<file path="config.mk">
export PLATFORM = sky130hd
export DESIGN_NAME = sdh_clock_reset_ctrl
export DESIGN_NICKNAME = d
export VERILOG_FILES = /design/src/include/sdh_pkg.sv /design/src/logic/sdh_clock_reset_ctrl.sv /design/src/logic/sdh_clk_div.sv
export SDC_FILE = /design/constraint.sdc
export NUM_CORES = 1
export LEC_CHECK = 0
export BUFFER_PORTS_ARGS = -buffer_cell sky130_fd_sc_hd__clkbuf_2
export CAP_MARGIN = 20
export CORE_ASPECT_RATIO = 1.2
export CORE_MARGIN = 1.5
export CORE_UTILIZATION = 38
export DETAILED_ROUTE_END_ITERATION = 8
export GPL_TIMING_DRIVEN = 0
export PLACE_DENSITY = 0.81
export SYNTH_ARGS = -nofsm -noshare
export SYNTH_HDL_FRONTEND = slang
export SYNTH_HIERARCHICAL = 1
export SYNTH_SLANG_ARGS = --single-unit
</file>
<file path="constraint.sdc">
create_clock -name pclk -period 1.7 [get_ports pclk]
set_input_delay 0.085 -clock pclk [delete_from_list [all_inputs] [get_ports pclk]]
set_output_delay 0.085 -clock pclk [all_outputs]
set_load 0.05 [all_outputs]
</file>
<file path="src/include/sdh_pkg.sv">
// package for the sd host clock and reset control slice
// assumes one apb clock; pll cycles arrive as one-cycle enable pulses
package sdh_pkg;

   ////////////////////////////////////////////////////////////////////////
   // register byte addresses
   localparam logic [7:0] SDH_DIV_OFS = 8'h20;
   localparam logic [7:0] SDH_GATE_OFS = 8'h24;
   localparam logic [7:0] SDH_RST_OFS = 8'h28;
   localparam int SDH_ADDR_W = 8;
   localparam int SDH_DATA_W = 32;

   ////////////////////////////////////////////////////////////////////////
   // field positions
   localparam int SDH_LOW_LSB = 8;
   localparam int SDH_LOW_MSB = 10;
   localparam int SDH_HIGH_LSB = 0;
   localparam int SDH_HIGH_MSB = 2;
   localparam int SDH_CODE_W = 3;
   localparam int SDH_RUN_BIT = 0;
   localparam int SDH_SLEEP_BIT = 8;
   localparam int SDH_DEEP_BIT = 16;
   localparam int SDH_SRST_BIT = 0;
   localparam int SDH_FLAG_BIT = 1;

   ////////////////////////////////////////////////////////////////////////
   // reset values and timing
   localparam logic [2:0] SDH_CODE_RST = 3'h0;
   localparam logic [31:0] SDH_ZERO_WORD = 32'h0000_0000;
   localparam int SDH_PLL_MHZ = 240;
   localparam int SDH_PCLK_MHZ = 10;

   ////////////////////////////////////////////////////////////////////////
   // types
   typedef enum logic [1:0] {
      SDH_MODE_RUN,
      SDH_MODE_SLEEP,
      SDH_MODE_DEEP
   } sdh_power_mode_t;

   typedef struct packed {
      logic sleep_mode_gate;
      logic run_mode_gate;
   } sdh_gates_t;

   typedef struct packed {
      logic [SDH_CODE_W-1:0] low_phase_count;
      logic [SDH_CODE_W-1:0] high_phase_count;
   } sdh_div_cfg_t;

   localparam sdh_gates_t SDH_GATES_RST = '{sleep_mode_gate: 1'b0, run_mode_gate: 1'b0};
   localparam sdh_div_cfg_t SDH_DIV_RST = '{low_phase_count: SDH_CODE_RST,
                                           high_phase_count: SDH_CODE_RST};

endpackage

</file>
<file path="src/logic/sdh_clock_reset_ctrl.sv">
// apb register slice: clock divider, mode gating and soft reset
// for the sd host core
// assumes apb3 master on pclk; power_mode is synchronous to pclk
//
// The APB register port was chosen for this implementation.
`timescale 1ns/10ps

////////////////////////////////////////////////////////////////////////////
// Functional notes
// - low phase code at bits 10-8, n+1 cycles
// - high phase code at bits 2-0, n+1 cycles
// - run mode passes clock only if bit0
// - sleep mode passes clock only if bit8
// - deep sleep always blocks; bit16 reads zero
// - soft reset bit holds core in reset
// - status bit1 shows clocks enabled and reset released
// - gating register clears to zero on reset
// - reset register clears to zero on reset
module sdh_clock_reset_ctrl
   import sdh_pkg::*;
(
   input wire logic pclk,
   input wire logic presetn,
   input wire logic psel,
   input wire logic penable,
   input wire logic pwrite,
   input wire logic [SDH_ADDR_W-1:0] paddr,
   input wire logic [SDH_DATA_W-1:0] pwdata,
   output logic [SDH_DATA_W-1:0] prdata,
   output logic pready,
   output logic pslverr,
   input wire logic pll_tick,
   input wire sdh_power_mode_t power_mode,
   output logic host_clk,
   output logic host_core_reset,
   output logic host_clocks_on
);

   ////////////////////////////////////////////////////////////////////////
   // declarations
   sdh_div_cfg_t div_cfg_reg;
   sdh_gates_t gates_reg;
   logic soft_reset_reg;
   logic flag_reg;
   logic host_clk_reg;
   logic [SDH_DATA_W-1:0] prdata_reg;
   logic pready_reg;
   logic pslverr_reg;
   logic div_clk;
   logic gate_open;
   logic setup_ph;
   logic wr_done;
   logic [SDH_DATA_W-1:0] read_word;
   logic addr_hit;

   ////////////////////////////////////////////////////////////////////////
   // helpers
   function automatic logic is_mapped(input logic [SDH_ADDR_W-1:0] a);
      is_mapped = (a == SDH_DIV_OFS) || (a == SDH_GATE_OFS) || (a == SDH_RST_OFS);
   endfunction

   function automatic logic wr_to(input logic [SDH_ADDR_W-1:0] a,
                                  input logic [SDH_ADDR_W-1:0] ofs);
      wr_to = (a == ofs);
   endfunction

   ////////////////////////////////////////////////////////////////////////
   // apb handshake: no wait states, answer decided in the setup cycle
   assign setup_ph = psel && !penable;
   assign wr_done = psel && penable && pready_reg && pwrite && !pslverr_reg;
   assign addr_hit = is_mapped(paddr);

   always_ff @(posedge pclk or negedge presetn) begin
      if (!presetn) begin
         pready_reg <= 1'b0;
      end else begin
         pready_reg <= setup_ph;
      end
   end

   always_ff @(posedge pclk or negedge presetn) begin
      if (!presetn) begin
         pslverr_reg <= 1'b0;
      end else if (setup_ph) begin
         pslverr_reg <= !addr_hit;
      end else begin
         pslverr_reg <= 1'b0;
      end
   end

   ////////////////////////////////////////////////////////////////////////
   // read mux; only documented bits are ever nonzero
   always_comb begin
      read_word = SDH_ZERO_WORD;
      unique case (paddr)
         SDH_DIV_OFS: begin
            read_word[SDH_LOW_MSB:SDH_LOW_LSB] = div_cfg_reg.low_phase_count;
            read_word[SDH_HIGH_MSB:SDH_HIGH_LSB] = div_cfg_reg.high_phase_count;
         end
         SDH_GATE_OFS: begin
            read_word[SDH_RUN_BIT] = gates_reg.run_mode_gate;
            read_word[SDH_SLEEP_BIT] = gates_reg.sleep_mode_gate;
            read_word[SDH_DEEP_BIT] = 1'b0;
         end
         SDH_RST_OFS: begin
            read_word[SDH_SRST_BIT] = soft_reset_reg;
            read_word[SDH_FLAG_BIT] = flag_reg;
         end
         default: read_word = SDH_ZERO_WORD;
      endcase
   end

   always_ff @(posedge pclk or negedge presetn) begin
      if (!presetn) begin
         prdata_reg <= SDH_ZERO_WORD;
      end else if (setup_ph && !pwrite) begin
         prdata_reg <= read_word;
      end else begin
         prdata_reg <= SDH_ZERO_WORD;
      end
   end

   ////////////////////////////////////////////////////////////////////////
   // writable fields; everything else is dropped
   always_ff @(posedge pclk or negedge presetn) begin
      if (!presetn) begin
         div_cfg_reg <= SDH_DIV_RST;
      end else if (wr_done && wr_to(paddr, SDH_DIV_OFS)) begin
         div_cfg_reg.low_phase_count <= pwdata[SDH_LOW_MSB:SDH_LOW_LSB];
         div_cfg_reg.high_phase_count <= pwdata[SDH_HIGH_MSB:SDH_HIGH_LSB];
      end
   end

   always_ff @(posedge pclk or negedge presetn) begin
      if (!presetn) begin
         gates_reg <= SDH_GATES_RST;
      end else if (wr_done && wr_to(paddr, SDH_GATE_OFS)) begin
         gates_reg.run_mode_gate <= pwdata[SDH_RUN_BIT];
         gates_reg.sleep_mode_gate <= pwdata[SDH_SLEEP_BIT];
      end
   end

   always_ff @(posedge pclk or negedge presetn) begin
      if (!presetn) begin
         soft_reset_reg <= 1'b0;
      end else if (wr_done && wr_to(paddr, SDH_RST_OFS)) begin
         soft_reset_reg <= pwdata[SDH_SRST_BIT];
      end
   end

   ////////////////////////////////////////////////////////////////////////
   // divider
   sdh_clk_div u_div (
      .pclk(pclk),
      .presetn(presetn),
      .pll_tick(pll_tick),
      .div_cfg(div_cfg_reg),
      .div_clk(div_clk)
   );

   ////////////////////////////////////////////////////////////////////////
   // mode gating; an unknown mode code is treated as deep sleep
   always_comb begin
      unique case (power_mode)
         SDH_MODE_RUN: gate_open = gates_reg.run_mode_gate;
         SDH_MODE_SLEEP: gate_open = gates_reg.sleep_mode_gate;
         SDH_MODE_DEEP: gate_open = 1'b0;
         default: gate_open = 1'b0;
      endcase
   end

   // gating is done on a register so the core never sees a glitch
   always_ff @(posedge pclk or negedge presetn) begin
      if (!presetn) begin
         host_clk_reg <= 1'b0;
      end else begin
         host_clk_reg <= div_clk && gate_open;
      end
   end

   // clocks on and reset released; lags the gate by one cycle
   always_ff @(posedge pclk or negedge presetn) begin
      if (!presetn) begin
         flag_reg <= 1'b0;
      end else begin
         flag_reg <= gate_open && !soft_reset_reg;
      end
   end

   assign prdata = prdata_reg;
   assign pready = pready_reg;
   assign pslverr = pslverr_reg;
   assign host_clk = host_clk_reg;
   assign host_core_reset = soft_reset_reg;
   assign host_clocks_on = flag_reg;
endmodule

</file>
<file path="src/logic/sdh_clk_div.sv">
// high/low phase divider of the pll clock for the sd host core
// assumes pll_tick is one pclk-wide pulse per pll cycle
`timescale 1ns/10ps
module sdh_clk_div
   import sdh_pkg::*;
(
   input wire logic pclk,
   input wire logic presetn,
   input wire logic pll_tick,
   input wire sdh_div_cfg_t div_cfg,
   output logic div_clk
);

   logic [SDH_CODE_W-1:0] phase_cnt_reg;
   logic div_clk_reg;
   logic [SDH_CODE_W-1:0] limit;

   ////////////////////////////////////////////////////////////////////////
   // a code n stands for n+1 pll cycles, so the count ends at the code
   assign limit = div_clk_reg ? div_cfg.high_phase_count : div_cfg.low_phase_count;

   always_ff @(posedge pclk or negedge presetn) begin
      if (!presetn) begin
         phase_cnt_reg <= SDH_CODE_RST;
         div_clk_reg <= 1'b1;
      end else if (pll_tick) begin
         if (phase_cnt_reg >= limit) begin
            // >= so a shortened code mid-phase cannot strand the counter
            phase_cnt_reg <= SDH_CODE_RST;
            div_clk_reg <= ~div_clk_reg;
         end else begin
            phase_cnt_reg <= phase_cnt_reg + 3'h1;
         end
      end
   end

   assign div_clk = div_clk_reg;
endmodule

</file>
==> run_results.csv, run 1 <==
group,metric,value,unit
synthesis,synth_cell_types,34,
synthesis,yosys_warnings,6,
synthesis,syn_inst,113,
timing,fmaxAchievable,574,MHz
critical_path,critPathRequiredTime,1.86,ns
timing,rsz0062_at_grt,"true",
detailed_routing,viasPerCell,4.37,
die,row_count,23,
synthesis,synthXorXnorAreaFrac,0.00674,
synthesis,synth.area.top_cells,"dfrtp_1 42%, buf_4 15%, mux2_2 6.9%",
timing,hold_violations,0,
die,fp.dieH,67.0,um
critical_path,cp_max_fo,5,
grt,antenna_found_initial,0,
cells_and_area,nNetsFinal,231,
synthesis,synth_top_family_by_area,"simple AND/OR/NAND/NOR gates",
grt,grt-ovfl-total,0,
cells_and_area,final_cells,215,
placement,dp.cells,205,
detailed_routing,drt_iter0_drc,15,
placement,portBuffers,30,
timing,drv_slew,0,
clock_tree,clkSlewWorstSetupHoldPaths,0.08,ns
timing,setup_tns,-0.0641,ns
placement,dpl.hpwl,1.76,mm
synthesis,synth-compound-area-share,0.0414,
run_status,violations,"setup timing",
critical_path,worstPathArrival,1.90,ns
synthesis,synth_area,1300,um2
cells_and_area,multi_input_area,652,um2
clock_tree,cts_sinks,23,
timing,min_period,1.74,ns
die,start_util,0.392,
cells_and_area,ff_latch_area,579,um2
cells_and_area,antenna_cells,0,
grt,grtUsageTotal,0.114,
die,ios,85,
timing,clock_skew,0.00259,ns
detailed_routing,drc,0,
critical_path,crit_path_end_kind,"flop",
cells_and_area,fill_cells,284,
cells_and_area,drive_gt1_frac,0.483,
clock_tree,cts_buffer_depth,2,
detailed_routing,dr_total_vias,940,
pwr,ir_worst_vdd,0.000453,V
die,core-area,3310,um2
detailed_routing,totalWireLength,2.34,mm
synthesis,ys_ff_latch,23,
critical_path,start_kind,"flop",
grt,grt_pass1_wl,3.33,mm
worst_hold_path,hp-class,"input pin to flop",
worst_hold_path,holdPathStages,2,
clock_tree,htree_levels,1,
clock_tree,root_buffer,"clkbuf_8",
timing,period_share,1.02,
flow_run,maxCapViolCount,0,
clock_tree,cts_tree,"done",
placement,gp_congestion,0.719,
pwr,leakage,0.955,nW
synthesis,muxShareOfSynthArea,0.133,
die,die_x,56.4,um
synthesis,yosys.area_share.simple,0.167,
timing,setup-violations-final,3,
synthesis,synthAdderAreaFrac,0.0385,
timing,worst_pin_slew,0.698,ns
die,die_area,3780,um2
synthesis,netlist.area_leader.share,0.424,
cells_and_area,area_growth,34.2,%
run_status,outcome,"finished, violations left",
critical_path,critPathKind,"flop to flop",
placement,pre_cts_ws,-0.102,ns
synthesis,synth.largest_area_cell,"dfrtp_1",
clock_tree,clock_latency,0.26,ns
detailed_routing,wl_per_cell,10.9,um
clock_tree,cts_inserted_buffers,3,
synthesis,post_synth.cell_area_avg,11.5,um2
grt,grt_pass1_vias,768,
timing,worst_slack,-0.0418,ns
pwr,p_per_area,708,nW/um2
timing,relSlewSlack,0.530,
cells_and_area,final_util,0.527,
critical_path,r2r_cells,6,
detailed_routing,drt_pass1_iterations,4,
synthesis,seq_area_frac_synth,0.444,
detailed_routing,route.antenna.remaining_nets,0,
grt,grt_max_degree,24,
## final timing paths
check / startpoint / endpoint / slack [ns]
worst max-delay path: u_div/div_clk$_DFFE_PN1P_ / u_div/phase_cnt_reg[2]$_DFFE_PN0P_ / -0.04
max in group asynchronous: presetn / pslverr$_DFF_PN0_ / 0.97
worst min-delay path: pwdata[1] / div_cfg_reg[1]$_DFFE_PN0P_ / 0.05
worst min register to register: host_core_reset$_DFFE_PN0P_ / host_clocks_on$_DFF_PN0_ / 0.52
worst max register to register: u_div/div_clk$_DFFE_PN1P_ / u_div/phase_cnt_reg[2]$_DFFE_PN0P_ / -0.04
min in group asynchronous: presetn / host_core_reset$_DFFE_PN0P_ / 0.34
## metrics by stage
stage               total power [mW]  hold WS (ns)  instance area, um2
finish                          1.23        0.0533                1740
floorplan                      0.839        -0.211                1410
global placement               0.885        0.0950                1610
detailed placement             0.888        0.0935                1610
CTS                             1.24        0.0455                1700
global route                    1.29        0.0554                1740
## synth_stat cells
master     number
nor4_1          3
and2_1          1
buf_4          26
dfstp_2         1
nor4_4          1
xnor2_1         1
a21o_1          1
nand2_1         4
buf_2           2
nand3b_1        2
nand3_1         1
mux2_1          2
nor3_1          2
or2_1           1
or4b_4          2
o21ai_2         1
mux2i_1         6
nand2b_1        1
or4bb_1         1
o22ai_1         1
ha_1            4
o21ai_1         2
nand4bb_1       1
mux2_2          8
a211oi_1        1
nor2_1          2
nor3b_1         3
nor2b_4         1
o21ai_0         1
a21oi_2         1
inv_1           3
dfrtp_1        22
conb_1          1
and3_1          3
## final cells by class
| type | count | share of cell area |
|---|---|---|
| sequential | 23 | 0.332 |
| clock buffer | 4 | 0.0258 |
| tap | 37 | 0.0266 |
| inverter | 3 | 0.00646 |
| multi-input combinational | 84 | 0.374 |
| timing repair buffer | 36 | 0.117 |
| buffer | 28 | 0.118 |
## layer usage
layer | wire length, um | track usage | vias to the layer above | part of all wire
met5 | 0 | 0 | - | 0
met2 | 1150 | 0.204 | 32 | 0.49
li1 | - | - | 475 | -
met4 | 58 | 0.0714 | 0 | 0.025
met3 | 111 | 0.00777 | 4 | 0.048
met1 | 1010 | 0.131 | 429 | 0.43
## critical path, stage by stage (launching register included)
cell and delay [ns]:
dfstp_2 0.58, mux2_4 0.33, ha_4 0.28, nor2b_4 0.04, o21ai_4 0.16, o21ai_1 0.08
a21o_1 0.17
## what timing repair did
item / in CTS / in global routing
hold buffers: 2 / 0
setup endpoints to repair: 9 / 10
endpoints found under the hold margin: 24 / 0
resized for setup: 1 / 8
pin swaps: 1 / 4
buffers inserted: 3 / 1
## kinds of logic (layout without fill, tap and decap cells)
logic type               after synthesis  count (layout)
buffers and inverters                 31              71
other                                  1              26
multiplexers                          16              16
AO/OA/AOI/OAI                          8               8
adder cells (fa/ha/maj)                4               4
AND/OR/NAND/NOR                       29              29
flip-flops                            23              23
XOR/XNOR                               1               1
## report_power, final
part / switching (mW) / total (mW) / leakage, nW / internal (mW)
sequential: 0.0205 / 0.593 / 0.313 / 0.573
clock: 0.161 / 0.328 / 0.0228 / 0.167
combinational: 0.197 / 0.312 / 0.619 / 0.115
total: 0.379 / 1.23 / 0.955 / 0.855
## cells in the final DEF (no fill, tap or decap), types with 2 or more instances in the layout
| master | n |
|---|---|
| nand2_1 | 4 |
| clkbuf_8 | 3 |
| nor3_1 | 2 |
| o21ai_1 | 2 |
| buf_4 | 29 |
| mux2_2 | 3 |
| dfrtp_1 | 20 |
| nor2_1 | 2 |
| conb_1 | 26 |
| nor4_1 | 2 |
| nand3b_1 | 2 |
| clkbuf_2 | 30 |
| ha_1 | 3 |
| nor3b_1 | 3 |
| inv_1 | 3 |
| and3_1 | 3 |
| buf_2 | 2 |
| mux2i_1 | 6 |
| or4b_4 | 2 |
| dlygate4sd3_1 | 2 |
| mux2_4 | 7 |
| dfrtp_2 | 2 |
Note: power is estimated with default switching activity, not from simulation.
==> run 2, diff against run 1 <==
SKIP_LAST_GASP = 1   (was not set)
==> run 2 against run 1 <==
Effect of this change: clock skew about the same; critical path type unchanged; hold slack about the same; sequential power about the same; cell area decreased by 0.43%; register-to-register slack about the same; the flow still finishes with violations (setup timing); total power about the same; critical path depth unchanged; largest cell class unchanged; global-route usage unchanged.
==> run_results.csv, run 2 (synthesis gave the netlist of run 1 again) <==
group,metric,value,unit
timing,drv_slew,0,
die,core-area,3310,um2
cells_and_area,fill_cells,283,
timing,period_share,1.03,
pwr,p_sw_frac,0.307,
timing,min_period,1.75,ns
critical_path,critPathRequiredTime,1.86,ns
critical_path,rr_endpoint,"u_div/phase_cnt_reg[2]$_DFFE_PN0P_",
clock_tree,clock_latency,0.26,ns
grt,grtUsageTotal,0.114,
pwr,leakage,0.951,nW
cells_and_area,antenna_cells,0,
detailed_routing,totalWireLength,2.32,mm
timing,fmaxAchievable,571,MHz
critical_path,setup.worst_path.end,"u_div/phase_cnt_reg[2]$_DFFE_PN0P_",
clock_tree,root_buffer,"clkbuf_8",
placement,dpl.hpwl,1.76,mm
clock_tree,cts_sinks,23,
detailed_routing,wl_per_cell,10.8,um
cells_and_area,multi_input_area,652,um2
timing,hold_violations,0,
critical_path,r2r_slack,-0.05,ns
cells_and_area,ff_latch_area,579,um2
critical_path,r2r_cells,6,
pwr,p_sw,379,uW
critical_path,crit_path_end_kind,"flop",
timing,clock_skew,0.00265,ns
detailed_routing,route.antenna.remaining_nets,0,
pwr,intPower,854,uW
placement,portBuffers,30,
flow_run,maxCapViolCount,0,
grt,use_met3,0.00777,
timing,worst_slack,-0.0503,ns
grt,grt_util_met1,0.131,
detailed_routing,drc,0,
critical_path,cp_slowest_cell,"dfstp_2",
detailed_routing,viasPerCell,4.39,
run_status,violations,"setup timing",
grt,antenna_found_initial,0,
timing,rsz0062_at_grt,"true",
pwr,seqPwrFrac,0.481,
pwr,p_clk_frac,0.266,
cells_and_area,final_common_cell,"clkbuf_2",
grt,grtUsageMet2,0.204,
timing,setup-violations-final,3,
detailed_routing,drt_pass1_iterations,4,
critical_path,cp_max_fo,5,
pwr,p_per_area,711,nW/um2
pwr,p_comb_frac,0.253,
cells_and_area,area_growth,33.6,%
clock_tree,cts_tree,"done",
die,die_area,3780,um2
critical_path,crit_family,"flip-flops",
timing,worst_pin_slew,0.698,ns
die,die_x,56.4,um
die,row_count,23,
grt,grt_max_degree,24,
clock_tree,cts_buffer_depth,2,
grt,grt_pass1_vias,770,
detailed_routing,drt_iter0_drc,12,
critical_path,critPathKind,"flop to flop",
worst_hold_path,hp-class,"input pin to flop",
die,start_util,0.392,
grt,grt-ovfl-total,0,
cells_and_area,nNetsFinal,230,
timing,setup_tns,-0.0828,ns
grt,grt_pass1_wl,3.33,mm
detailed_routing,dr_total_vias,940,
critical_path,worstPathArrival,1.91,ns
cells_and_area,final_util,0.524,
cells_and_area,drive_gt1_frac,0.480,
clock_tree,clkSlewWorstSetupHoldPaths,0.08,ns
critical_path,crit_path_max_incr_delay,0.58,ns
clock_tree,cts_inserted_buffers,3,
critical_path,start_kind,"flop",
die,fp.dieH,67.0,um
critical_path,r2r_start,"u_div/div_clk$_DFFE_PN1P_",
critical_path,worstPathCellList,"mux2_4 > ha_4 > nor2b_4 > o21ai_4 > o21ai_1 > a21o_1",
cells_and_area,final_cell_mix,"30 x clkbuf_2, 28 x buf_4, 26 x conb_1",
clock_tree,htree_levels,1,
placement,gp_congestion,0.719,
pwr,ir_worst_vdd,0.000453,V
critical_path,path_buf_inv,0,
run_status,outcome,"finished, violations left",
grt,busiest_layer,"met2",
critical_path,crit_start,"u_div/div_clk$_DFFE_PN1P_",
die,ios,85,
critical_path,path_depth,6,
timing,relSlewSlack,0.530,
-- run 2: repair_timing --
item                                    4_1_cts  5_1_grt
hold buffers                                  2        0
buffers inserted                              3        0
pin swaps                                     1        4
hold endpoints to repair                     24        0
gates resized for setup                       1        8
endpoints found under the setup margin        9       10
-- run 2: worst reg2reg max path, cell delays in order, from the launching register on --
cell and delay (ns):
dfstp_2 0.58, mux2_4 0.33, ha_4 0.28, nor2b_4 0.04
o21ai_4 0.17, o21ai_1 0.08, a21o_1 0.17
-- run 2: cell type report --
| type | instances | area share |
|---|---|---|
| Timing Repair Buffer | 35 | 0.113 |
| Buffer | 28 | 0.118 |
| Tap cell | 37 | 0.0267 |
| Sequential cell | 23 | 0.334 |
| Inverter | 3 | 0.00649 |
| Clock buffer | 4 | 0.0260 |
| Multi-Input combinational cell | 84 | 0.376 |
-- run 2: through the flow --
step | hold WS [ns] | setup slack (ns) | total power, mW | cells | cell area, um2
final | 0.0531 | -0.0503 | 1.23 | 214 | 1740
after global routing | 0.0554 | -0.0864 | 1.29 | 214 | 1740
after CTS | 0.0455 | -0.0868 | 1.24 | 214 | 1700
after detailed placement | 0.0935 | -0.102 | 0.888 | 205 | 1610
after global placement | 0.0950 | -0.0798 | 0.885 | 205 | 1610
after floorplan | -0.211 | -0.104 | 0.839 | 138 | 1410
-- run 2: power by group through the flow --
stage          Combinational [mW]  Clock [mW]  Sequential [mW]
2_1_floorplan               0.223           0            0.616
3_3_place_gp                0.273           0            0.612
3_5_place_dp                0.275           0            0.613
4_1_cts                     0.308       0.343            0.593
5_1_grt                     0.327       0.363            0.595
6_report                    0.312       0.329            0.593
-- run 2: worst min-delay path by stage --
| stage | start | endpoint | slack (ns) | depth (start not counted) |
|---|---|---|---|---|
| after floorplan | presetn | div_cfg_reg[0]$_DFFE_PN0P_ | -0.21 | 0 |
| after global placement | presetn | prdata[0]$_DFF_PN0_ | 0.09 | 1 |
| after detailed placement | presetn | prdata[8]$_DFF_PN0_ | 0.09 | 1 |
| after CTS | pwdata[9] | div_cfg_reg[4]$_DFFE_PN0P_ | 0.05 | 2 |
| after global routing | pwdata[10] | div_cfg_reg[5]$_DFFE_PN0P_ | 0.06 | 2 |
| final | pwdata[1] | div_cfg_reg[1]$_DFFE_PN0P_ | 0.05 | 2 |
-- run 2: metal layers --
layer  part of all wire  up-vias
met3              0.048        4
met2               0.49       32
li1                   -      473
met1               0.43      431
met5                  0        -
met4              0.025        0
